--- src/common/gmr_pkg.sv ---
// shared constants for the address-match readback bank
package gmr_pkg;
	localparam int STATION_W = 5;
	localparam int REG_W = 8;
	localparam int OFFSET_W = 5;
	// register offsets in the register set
	localparam logic [4:0] PRIMARY_MATCH_OFFSET = 5'h0C;
	localparam logic [4:0] ALTERNATE_MATCH_OFFSET = 5'h0E;
	// field positions; bits 6:0 shared by both readback registers, top bit used by the alternate only
	localparam int TOP_BIT = 7;
	localparam int TALK_DISABLE_BIT = 6;
	localparam int LISTEN_DISABLE_BIT = 5;
	localparam int STATION_LSB = 0;
	// reset values
	localparam logic [7:0] PRIMARY_MATCH_RESET = 8'h00;
	localparam logic [7:0] ALTERNATE_MATCH_RESET = 8'h00;
	localparam logic [7:0] UNMAPPED_READ_VALUE = 8'h00;
	// primary command groups, bits 6:5 of a command byte
	localparam logic [1:0] LISTEN_GROUP = 2'h1;
	localparam logic [1:0] TALK_GROUP = 2'h2;
	// station 31 is the unlisten / untalk code and never addresses anyone
	localparam logic [4:0] UNADDRESS_STATION = 5'h1F;
	localparam int SLOT_FIRST = 0;
	localparam int SLOT_SECOND = 1;
	typedef enum logic [3:0] {
		GMR_MODE_NONE = 4'h0,
		GMR_MODE_NORMAL = 4'h1,
		GMR_MODE_EXTENDED = 4'h2,
		GMR_MODE_NORMAL_DUAL = 4'h3,
		GMR_MODE_EXTENDED_DUAL = 4'h4,
		GMR_MODE_NORMAL_MULTI = 4'h5,
		GMR_MODE_EXTENDED_MULTI = 4'h6,
		GMR_MODE_TALK_ONLY = 4'h7,
		GMR_MODE_LISTEN_ONLY = 4'h8,
		GMR_MODE_TALK_LISTEN = 4'h9
	} gmr_mode_e;
endpackage

--- src/logic/gmr_match_readback.sv ---
// address-match setup readback registers and station compare
`timescale 1ns/1ns
`default_nettype none
// How it works
// RULE_01: first talker disable blocks first talk compare
// RULE_02: first listener disable blocks first listen compare
// RULE_03: first station used only in addressed modes
// RULE_04: dual modes: first station addresses device one
// RULE_05: second talker disable blocks alternate talk compare
// RULE_06: second listener disable blocks alternate listen compare
// RULE_07: alternate station used only in dual modes
// RULE_08: dual modes: alternate station addresses device two
// RULE_09: capture end-or-identify with each accepted byte
// RULE_10: readbacks read-only, zero after reset
module gmr_match_readback #(
	parameter int STATION_W = gmr_pkg::STATION_W
) (
	input wire logic clk_sys,
	input wire logic sys_rst,
	input wire logic [3:0] station_mode_select,
	input wire logic cfg_load,
	input wire logic cfg_slot,
	input wire logic cfg_talk_disable,
	input wire logic cfg_listen_disable,
	input wire logic [STATION_W-1:0] cfg_station,
	input wire logic cmd_valid,
	input wire logic [7:0] cmd_byte,
	input wire logic data_accept,
	input wire logic eoi_line,
	input wire logic [gmr_pkg::OFFSET_W-1:0] reg_addr,
	input wire logic reg_rd,
	input wire logic reg_wr,
	input wire logic [gmr_pkg::REG_W-1:0] reg_wdata,
	output logic [gmr_pkg::REG_W-1:0] reg_rdata_r,
	output logic reg_rvalid_r,
	output logic first_talk_hit_r,
	output logic first_listen_hit_r,
	output logic second_talk_hit_r,
	output logic second_listen_hit_r
);
	// the readback layout leaves exactly five bits for the station
	if (STATION_W != gmr_pkg::STATION_W) begin : g_bad_station_w
		$error("station number must be five bits wide");
	end

	// configuration held per slot: {talk disable, listen disable, station}
	logic [STATION_W+1:0] first_cfg_r, first_cfg_nxt;
	logic [STATION_W+1:0] second_cfg_r, second_cfg_nxt;
	logic eoi_r, eoi_nxt;
	logic [7:0] rdata_nxt;
	logic rvalid_nxt;
	logic ft_nxt, fl_nxt, st_nxt, sl_nxt;
	logic first_used, second_used;
	logic [7:0] primary_view, alternate_view;
	gmr_pkg::gmr_mode_e mode;

	assign mode = gmr_pkg::gmr_mode_e'(station_mode_select);

	always_comb begin
		// first station is the primary address only in these modes
		first_used = (mode == gmr_pkg::GMR_MODE_NORMAL) //RULE_03
			|| (mode == gmr_pkg::GMR_MODE_EXTENDED)
			|| (mode == gmr_pkg::GMR_MODE_NORMAL_DUAL) //RULE_04
			|| (mode == gmr_pkg::GMR_MODE_EXTENDED_DUAL);
		// the alternate number only matters when a second device exists
		second_used = (mode == gmr_pkg::GMR_MODE_NORMAL_DUAL) //RULE_07
			|| (mode == gmr_pkg::GMR_MODE_EXTENDED_DUAL); //RULE_08
	end

	gmr_station_cmp #(.STATION_W(STATION_W)) u_first_cmp (
		.slot_used(first_used),
		.talk_disable(first_cfg_r[STATION_W+1]), //RULE_01
		.listen_disable(first_cfg_r[STATION_W]), //RULE_02
		.station(first_cfg_r[STATION_W-1:0]),
		.cmd_valid(cmd_valid),
		.cmd_byte(cmd_byte),
		.talk_hit(ft_nxt),
		.listen_hit(fl_nxt)
	);

	gmr_station_cmp #(.STATION_W(STATION_W)) u_second_cmp (
		.slot_used(second_used),
		.talk_disable(second_cfg_r[STATION_W+1]), //RULE_05
		.listen_disable(second_cfg_r[STATION_W]), //RULE_06
		.station(second_cfg_r[STATION_W-1:0]),
		.cmd_valid(cmd_valid),
		.cmd_byte(cmd_byte),
		.talk_hit(st_nxt),
		.listen_hit(sl_nxt)
	);

	always_comb begin
		first_cfg_nxt = first_cfg_r;
		second_cfg_nxt = second_cfg_r;
		if (cfg_load && (cfg_slot == 1'(gmr_pkg::SLOT_FIRST))) begin
			first_cfg_nxt = {cfg_talk_disable, cfg_listen_disable, cfg_station};
		end
		if (cfg_load && (cfg_slot == 1'(gmr_pkg::SLOT_SECOND))) begin
			second_cfg_nxt = {cfg_talk_disable, cfg_listen_disable, cfg_station};
		end
		// line level is sampled only at the moment a byte is taken
		eoi_nxt = data_accept ? eoi_line : eoi_r; //RULE_09
	end

	always_comb begin
		primary_view = gmr_pkg::PRIMARY_MATCH_RESET;
		primary_view[gmr_pkg::TALK_DISABLE_BIT] = first_cfg_r[STATION_W+1];
		primary_view[gmr_pkg::LISTEN_DISABLE_BIT] = first_cfg_r[STATION_W];
		primary_view[gmr_pkg::STATION_LSB +: STATION_W] = first_cfg_r[STATION_W-1:0];
		alternate_view = gmr_pkg::ALTERNATE_MATCH_RESET;
		alternate_view[gmr_pkg::TOP_BIT] = eoi_r; //RULE_09
		alternate_view[gmr_pkg::TALK_DISABLE_BIT] = second_cfg_r[STATION_W+1];
		alternate_view[gmr_pkg::LISTEN_DISABLE_BIT] = second_cfg_r[STATION_W];
		alternate_view[gmr_pkg::STATION_LSB +: STATION_W] = second_cfg_r[STATION_W-1:0];
		rvalid_nxt = reg_rd;
		rdata_nxt = gmr_pkg::UNMAPPED_READ_VALUE;
		// writes are never decoded: the bank has no writable bit
		if (reg_rd) begin //RULE_10
			case (reg_addr)
				gmr_pkg::PRIMARY_MATCH_OFFSET: begin
					rdata_nxt = primary_view;
				end
				gmr_pkg::ALTERNATE_MATCH_OFFSET: begin
					rdata_nxt = alternate_view;
				end
				default: begin
					rdata_nxt = gmr_pkg::UNMAPPED_READ_VALUE;
				end
			endcase
		end
	end

	always_ff @(posedge clk_sys) begin
		if (sys_rst) begin //RULE_10
			first_cfg_r <= '0;
			second_cfg_r <= '0;
			eoi_r <= 1'b0;
			reg_rdata_r <= gmr_pkg::UNMAPPED_READ_VALUE;
			reg_rvalid_r <= 1'b0;
			first_talk_hit_r <= 1'b0;
			first_listen_hit_r <= 1'b0;
			second_talk_hit_r <= 1'b0;
			second_listen_hit_r <= 1'b0;
		end else begin
			first_cfg_r <= first_cfg_nxt;
			second_cfg_r <= second_cfg_nxt;
			eoi_r <= eoi_nxt;
			reg_rdata_r <= rdata_nxt;
			reg_rvalid_r <= rvalid_nxt;
			first_talk_hit_r <= ft_nxt;
			first_listen_hit_r <= fl_nxt;
			second_talk_hit_r <= st_nxt;
			second_listen_hit_r <= sl_nxt;
		end
	end

	// write data is accepted and dropped
	logic unused_wdata;
	assign unused_wdata = ^reg_wdata;

	// field views used only by the checks below
	logic first_talk_dis, first_listen_dis, second_talk_dis, second_listen_dis;
	logic [STATION_W-1:0] first_station, second_station;
	assign first_talk_dis = first_cfg_r[STATION_W+1];
	assign first_listen_dis = first_cfg_r[STATION_W];
	assign first_station = first_cfg_r[STATION_W-1:0];
	assign second_talk_dis = second_cfg_r[STATION_W+1];
	assign second_listen_dis = second_cfg_r[STATION_W];
	assign second_station = second_cfg_r[STATION_W-1:0];
endmodule // gmr_match_readback
`default_nettype wire

--- src/logic/gmr_station_cmp.sv ---
// compares one station number against a primary talk or listen command
`timescale 1ns/1ns
`default_nettype none
module gmr_station_cmp #(
	parameter int STATION_W = gmr_pkg::STATION_W
) (
	input wire logic slot_used,
	input wire logic talk_disable,
	input wire logic listen_disable,
	input wire logic [STATION_W-1:0] station,
	input wire logic cmd_valid,
	input wire logic [7:0] cmd_byte,
	output logic talk_hit,
	output logic listen_hit
);
	// the compare slices a five-bit station out of the command byte
	if (STATION_W != gmr_pkg::STATION_W) begin : g_bad_station_w
		$error("station number must be five bits wide");
	end
	logic station_eq;
	always_comb begin
		station_eq = slot_used && cmd_valid && (cmd_byte[4:0] == station)
			&& (cmd_byte[4:0] != gmr_pkg::UNADDRESS_STATION);
		// a disabled talker or listener is masked after the compare, so it can never be addressed
		talk_hit = station_eq && !talk_disable && (cmd_byte[6:5] == gmr_pkg::TALK_GROUP);
		listen_hit = station_eq && !listen_disable
			&& (cmd_byte[6:5] == gmr_pkg::LISTEN_GROUP);
	end
endmodule // gmr_station_cmp
`default_nettype wire
--- config.mk ---
export PLATFORM = sky130hd
export DESIGN_NAME = gmr_match_readback
export DESIGN_NICKNAME = d
export VERILOG_FILES = /design/src/common/gmr_pkg.sv /design/src/logic/gmr_match_readback.sv /design/src/logic/gmr_station_cmp.sv
export SDC_FILE = /design/constraint.sdc
export NUM_CORES = 1
export LEC_CHECK = 0
export ABC_AREA = 1
export BUFFER_PORTS_ARGS = -buffer_cell sky130_fd_sc_hd__buf_2
export CAP_MARGIN = 30
export CORE_AREA = 2 2 50 64
export CTS_CLUSTER_SIZE = 28
export DETAILED_ROUTE_END_ITERATION = 12
export DIE_AREA = 0 0 52 66
export PLACE_DENSITY = 0.76
export SYNTH_ARGS = -nofsm -noshare
export SYNTH_HDL_FRONTEND = slang
export SYNTH_SLANG_ARGS = --single-unit
--- constraint.sdc ---
create_clock -name clk_sys -period 0.9 [get_ports clk_sys]
set_input_delay 0.09 -clock clk_sys [delete_from_list [all_inputs] [get_ports clk_sys]]
set_output_delay 0.09 -clock clk_sys [all_outputs]
set_load 0.005 [all_outputs]
==> reports/results.ini, run 1 <==
[global_route]
antenna_found_initial = 0
grtUsageTotal_pct = 20.3
grt_pass1_wl_um = 5260
overflow = 0
grt_max_degree = 17
grt_pass1_vias = 1218

[critical_path]
crit_path_max_incr_delay_ns = 0.38
cp-start-kind = flip-flop
slowest_stage = dfxtp_2
arrival_ns = 1.22
worst_ep_required_time_ns = 1.17
path_cells = inv_2, nand2_1, nand2_1, nor2_2, nand2_2, nor3_2
worstSetupPathType = flip-flop to flip-flop
end_kind = flip-flop
crit_top_cell = nand2_1
cp_max_fo = 3

[detailed_routing]
firstDrtPassIters = 4
drt_iter0_drc = 41
postRouteAntennaNets = 0
wire_per_inst_um = 11.4
vias = 1351
viasPerCell = 4.72
route.detailed.drc = 0
totalWireLength_um = 3250

[power_and_ir_drop]
pwr_density_cell_nw_per_um2 = 1450
irDropWorstVdd_v = 0.000826
leakage_uw = 0.000878

[yosys]
yosysTopAreaCell = dfxtp_1
synth_cell_type_count = 17
synth_seq_area_share_pct = 44.3
synth_seq_cells = 28
synth.avg_cell_area_sq_um = 6.84
synth_fp_nets = 226
yosysWarningCount = 0
synth_top_area_share_pct = 44.3
syn-cell-area_sq_um = 1260
synth_area_leaders = dfxtp_1, nand2_1, a21oi_1
syn_inst = 185

[floorplan]
die_area_sq_um = 3430
die_y_um = 66
die_w_um = 52
io-pin-count = 54
rows = 22
core_area_sq_um = 2840
initial_utilization_pct = 44.6

[finish]
diodes = 0
fin_area_sq_um = 1800
layout-drive-gt1-share_pct = 40.4
fin_util_pct = 63.3
finalNetCount = 292
final_cell_mix = nand2_1, buf_2, a21oi_1
syn_to_final_growth_pct = 41.9

[clock_network]
insertion_delay_ns = 0.33
clock-root-buffer = clkbuf_4
h-tree-depth = 1
cts_tree = yes
cts_made_buffers = 3
path_clk_slew_ns = 0.15
cts_sinks = 28
clock_path_buffers = 2

[run]
cap_viol_max_count = 0

[sta]
fin_crit_ns = 0.949
finalClockSkew_ns = 0.00877
rsz0062_at_grt = yes
fmax_ghz = 1.05
worst_pin_slew_ns = 0.312
maxSlewViolCount = 0
finalCritPeriodShare_pct = 105
setup_slack_ns = -0.0493
timing.slew.headroom_pct = 79.1
setup_viol = 4
final-hold-violation-count = 0

[place]
hpwl_um = 2270
gp_congestion = 0.835
portBuffers = 43
post-place-ws_ns = -0.0693
placed_area_sq_um = 1620

[outcome]
violations = negative setup slack
status = complete, but fails checks

[hold_path]
hold_path.class = primary input to flip-flop

## worst paths after layout
check / startpoint / endpoint / slack (ns) / cells past startpoint
min: cfg_talk_disable / second_cfg_r[6] / 0.008 / 3
max reg2reg: first_cfg_r[0] / first_talk_hit_r / -0.05 / 6
max: first_cfg_r[0] / first_talk_hit_r / -0.05 / 6
min reg2reg: eoi_r / reg_rdata_r[7] / 0.48 / 2
## synthesized netlist by cell type, drive strengths merged
cell type and instances:
buf 4, dfxtp 28, nand4 3, nand2 45, nor2 17, inv 29, nor3 4, o21ai 14
nand3 19, a21oi 22
## report_power, final
group / internal (uW) / switching (uW) / leakage (uW)
logic: 207 / 239 / 0.000616
clock network: 451 / 373 / 0.0000279
registers: 1290 / 33.9 / 0.000234
## logic make-up after synthesis
| kind of cell | count (synthesis) | synth area share, % |
|---|---|---|
| buffers and inverters | 33 | 10.9 |
| AOI/OAI and AO/OA | 36 | 14.2 |
| DFF | 28 | 44.3 |
| and+or+nand+nor | 88 | 30.6 |
## critical path, delay by kind of cell (launching register included)
| kind | cells | cell delay (ns) |
|---|---|---|
| flip-flops | 1 | 0.38 |
| AND/OR/NAND/NOR | 5 | 0.48 |
| buffers and inverters | 1 | 0.04 |
## through the flow
stage	setup TNS, ns	power [uW]	cells	hold WS (ns)
floorplan	0	1540	185	0.159
global placement	-0.0983	1730	275	0.279
detailed placement	-0.181	1740	275	0.288
CTS	-0.159	2580	285	0.00942
global route	-0.538	2710	286	0.00642
finish	-0.171	2600	286	0.00849
## metal layers
| layer | up-vias | track usage (%) | wire length (um) |
|---|---|---|---|
| met5 | - | 0 | 0 |
| met2 | 46 | 33.9 | 1650 |
| met3 | 2 | 2.04 | 196 |
| li1 | 722 | - | - |
| met4 | 0 | 7.89 | 33 |
| met1 | 581 | 26.3 | 1370 |
## repair_timing
action	CTS	global route
pin swaps	3	1
hold buffers	3	0
endpoints found under the setup margin	4	9
resized for setup	13	15
endpoints found under the hold margin	2	0
buffers inserted	3	1
## registers in the layout (all words and copies together) (netlist names)
name and count:
eoi_r 1, first_listen_hit_r 1, second_listen_hit_r 1, second_cfg_r 7
first_cfg_r 7, reg_rdata_r 8, reg_rvalid_r 1, second_talk_hit_r 1
first_talk_hit_r 1
## layout make-up
class	instances	area [sq um]
clock buffer	3	22.5
sequential	28	577
clock inverter	1	30.0
multi-input combinational	124	602
timing repair buffer	65	410
tap	36	45.0
inverter	29	109
fill	269	1040
(Power assumes the default switching activity.)
==> inputs of run 2 (changes only) <==
Settings changed: TNS_END_PERCENT set to 5.
Clock period 0.9 ns to 1.07 ns, I/O delays scaled along.
==> reports/results.ini, run 2 (same netlist as run 1, synthesis figures left out) <==
[outcome]
status = completed

[sta]
finalCritPeriodShare_pct = 93.0  ; -12 points
final-hold-violation-count = 0  ; unchanged
fin_crit_ns = 0.995  ; +0.0460 ns
hold-worst-slack_ns = 0.0219  ; +0.0134 ns
maxSlewViolCount = 0  ; unchanged
fmax_ghz = 1.00  ; -4.6%
timing.slew.headroom_pct = 69.5  ; -9.6 points
finalClockSkew_ns = 0.00204  ; -0.00674 ns
setup_viol = 0  ; -4
setup-tns-final_ns = 0  ; +0.171 ns
worst_pin_slew_ns = 0.456  ; +0.143 ns
rsz0062_at_grt = yes

[clock_network]
clock_path_buffers = 2  ; unchanged
post_cts_buffers = 0  ; -3
cts_tree = yes
h-tree-depth = 1  ; unchanged
insertion_delay_ns = 0.33  ; about the same
path_clk_slew_ns = 0.15  ; about the same
cts_sinks = 28  ; unchanged
clock-root-buffer = clkbuf_4
cts_made_buffers = 3  ; unchanged

[power_and_ir_drop]
clkPwrFrac_pct = 32.9  ; +1.2 points
p_int_uw = 1580  ; -19%
pwr-share-seq_pct = 53.2  ; +2.1 points
combPwrFrac_pct = 13.9  ; -3.3 points
leakage_uw = 0.000788  ; -10%
irDropWorstVdd_v = 0.000819  ; -0.79%
pwr_density_cell_nw_per_um2 = 1300  ; -10%
power_switching_uw = 507  ; -21%
switching_share_pct = 24.3  ; -0.60 points
p_total_uw = 2090  ; -20%

[finish]
layout-drive-gt1-share_pct = 26.5  ; -14 points
diodes = 0  ; unchanged
final_cells = 270  ; -5.6%
final_common_cell = nand2_1
top_register = reg_rdata_r
largestRegisters = reg_rdata_r (8), first_cfg_r (7), second_cfg_r (7)
syn_to_final_growth_pct = 27.2
n_fill_cell = 298  ; +11%
multi_input_area_sq_um = 572  ; -5.0%
largest_reg_flops = 8  ; unchanged
fin_area_sq_um = 1610  ; -10%
final_cell_mix = nand2_1, buf_2, dfxtp_1
regArea_sq_um = 563  ; -2.4%
finalNetCount = 276  ; -5.5%

[place]
portBuffers = 43  ; unchanged
placed_area_sq_um = 1520  ; -6.3%
gp_congestion = 0.791  ; -5.4%
dp_cells = 263  ; -4.4%
hpwl_um = 2180  ; -3.9%

[critical_path]
end_kind = flip-flop
cp-start-kind = flip-flop
slowest_stage = dfxtp_1
crit_top_cell = nand2_1
crit_family = simple AND/OR/NAND/NOR gates
worst_ep_required_time_ns = 1.33  ; +0.16 ns
arrival_ns = 1.25  ; +0.03 ns
cp_max_fo = 3  ; unchanged
rrSetupSlack_ns = 0.07  ; +0.12 ns
path_cells = inv_1, nand2_1, nand2_1, nor2_1, nand2_1, nor3_1
crit_path_max_incr_delay_ns = 0.39  ; about the same
crit_buf_inv = 1  ; unchanged
worstSetupPathType = flip-flop to flip-flop

[detailed_routing]
drt_iter0_drc = 39  ; -4.9%
postRouteAntennaNets = 0  ; unchanged
viasPerCell = 4.66  ; -1.4%
wire_per_inst_um = 10.4  ; -8.5%
route.detailed.drc = 0  ; unchanged
firstDrtPassIters = 4  ; unchanged
vias = 1257  ; -7.0%
totalWireLength_um = 2810  ; -14%

[global_route]
grt_pass1_vias = 1164  ; -4.4%
grtUsageTotal_pct = 18.4  ; -1.8 points
grt_pass1_wl_um = 4750  ; -9.7%
overflow = 0  ; unchanged
antenna_found_initial = 0  ; unchanged
grt_max_degree = 17  ; unchanged

[floorplan]
initial_utilization_pct = 44.6  ; unchanged
die_area_sq_um = 3430  ; unchanged
die_y_um = 66  ; unchanged
die_w_um = 52  ; unchanged
rows = 22  ; unchanged
core_area_sq_um = 2840  ; unchanged
io-pin-count = 54  ; unchanged

[hold_path]
hold_path.class = primary input to flip-flop

[run]
cap_viol_max_count = 0  ; unchanged

[run 2: power groups by stage]
| stage | sequential [uW] | combinational (uW) | clock, uW |
|---|---|---|---|
| global route | 1120 | 337 | 724 |
| detailed placement | 1130 | 281 | 0 |
| finish | 1110 | 291 | 687 |
| CTS | 1110 | 288 | 689 |
| floorplan | 1120 | 168 | 0 |
| global placement | 1130 | 275 | 0 |
[run 2: area by class of cell]
class,count,area share [%]
Tap cell,36,2.80
Inverter,29,6.77
Clock buffer,3,1.40
Clock inverter,1,1.87
Timing Repair Buffer,49,16.6
Sequential cell,28,35.0
Multi-Input combinational cell,124,35.5
[run 2: timing repair]
item | CTS | global route
resized for setup | 0 | 3
endpoints found under the hold margin | 2 | 1
setup endpoints to repair | 0 | 2
hold buffers | 2 | 1
[run 2: routing by layer]
metal | vias to the layer above | wire, um | global-route usage (%) | part of all wire (%)
met2 | 40 | 1360 | 31.5 | 48
met3 | 2 | 160 | 1.36 | 5.7
met1 | 527 | 1250 | 22.9 | 45
met4 | 0 | 40 | 8.88 | 1.4
met5 | - | 0 | 0 | 0
li1 | 688 | - | - | -
[run 2: through the flow]
stage	setup WS, ns	util, %
6_report	0.0747	56.8
5_1_grt	-0.0160	56.8
4_1_cts	0.0665	56.1
3_5_place_dp	-0.00220	53.6
3_3_place_gp	0.0756	53.6
2_1_floorplan	0.257	-
[run 2: worst register-to-register path, delay by kind of cell, from the launching register on]
family,cells,cell delay (ns)
simple gates,5,0.47
buf+inv,1,0.06
flops,1,0.39
[run 2: path summary, 6_finish.rpt]
path                          from             endpoint  depth (start not counted)
setup / recovery   second_cfg_r[0]  second_listen_hit_r                          6
hold / removal    cfg_talk_disable      second_cfg_r[6]                          3
setup reg to reg   second_cfg_r[0]  second_listen_hit_r                          6
hold reg to reg              eoi_r       reg_rdata_r[7]                          2
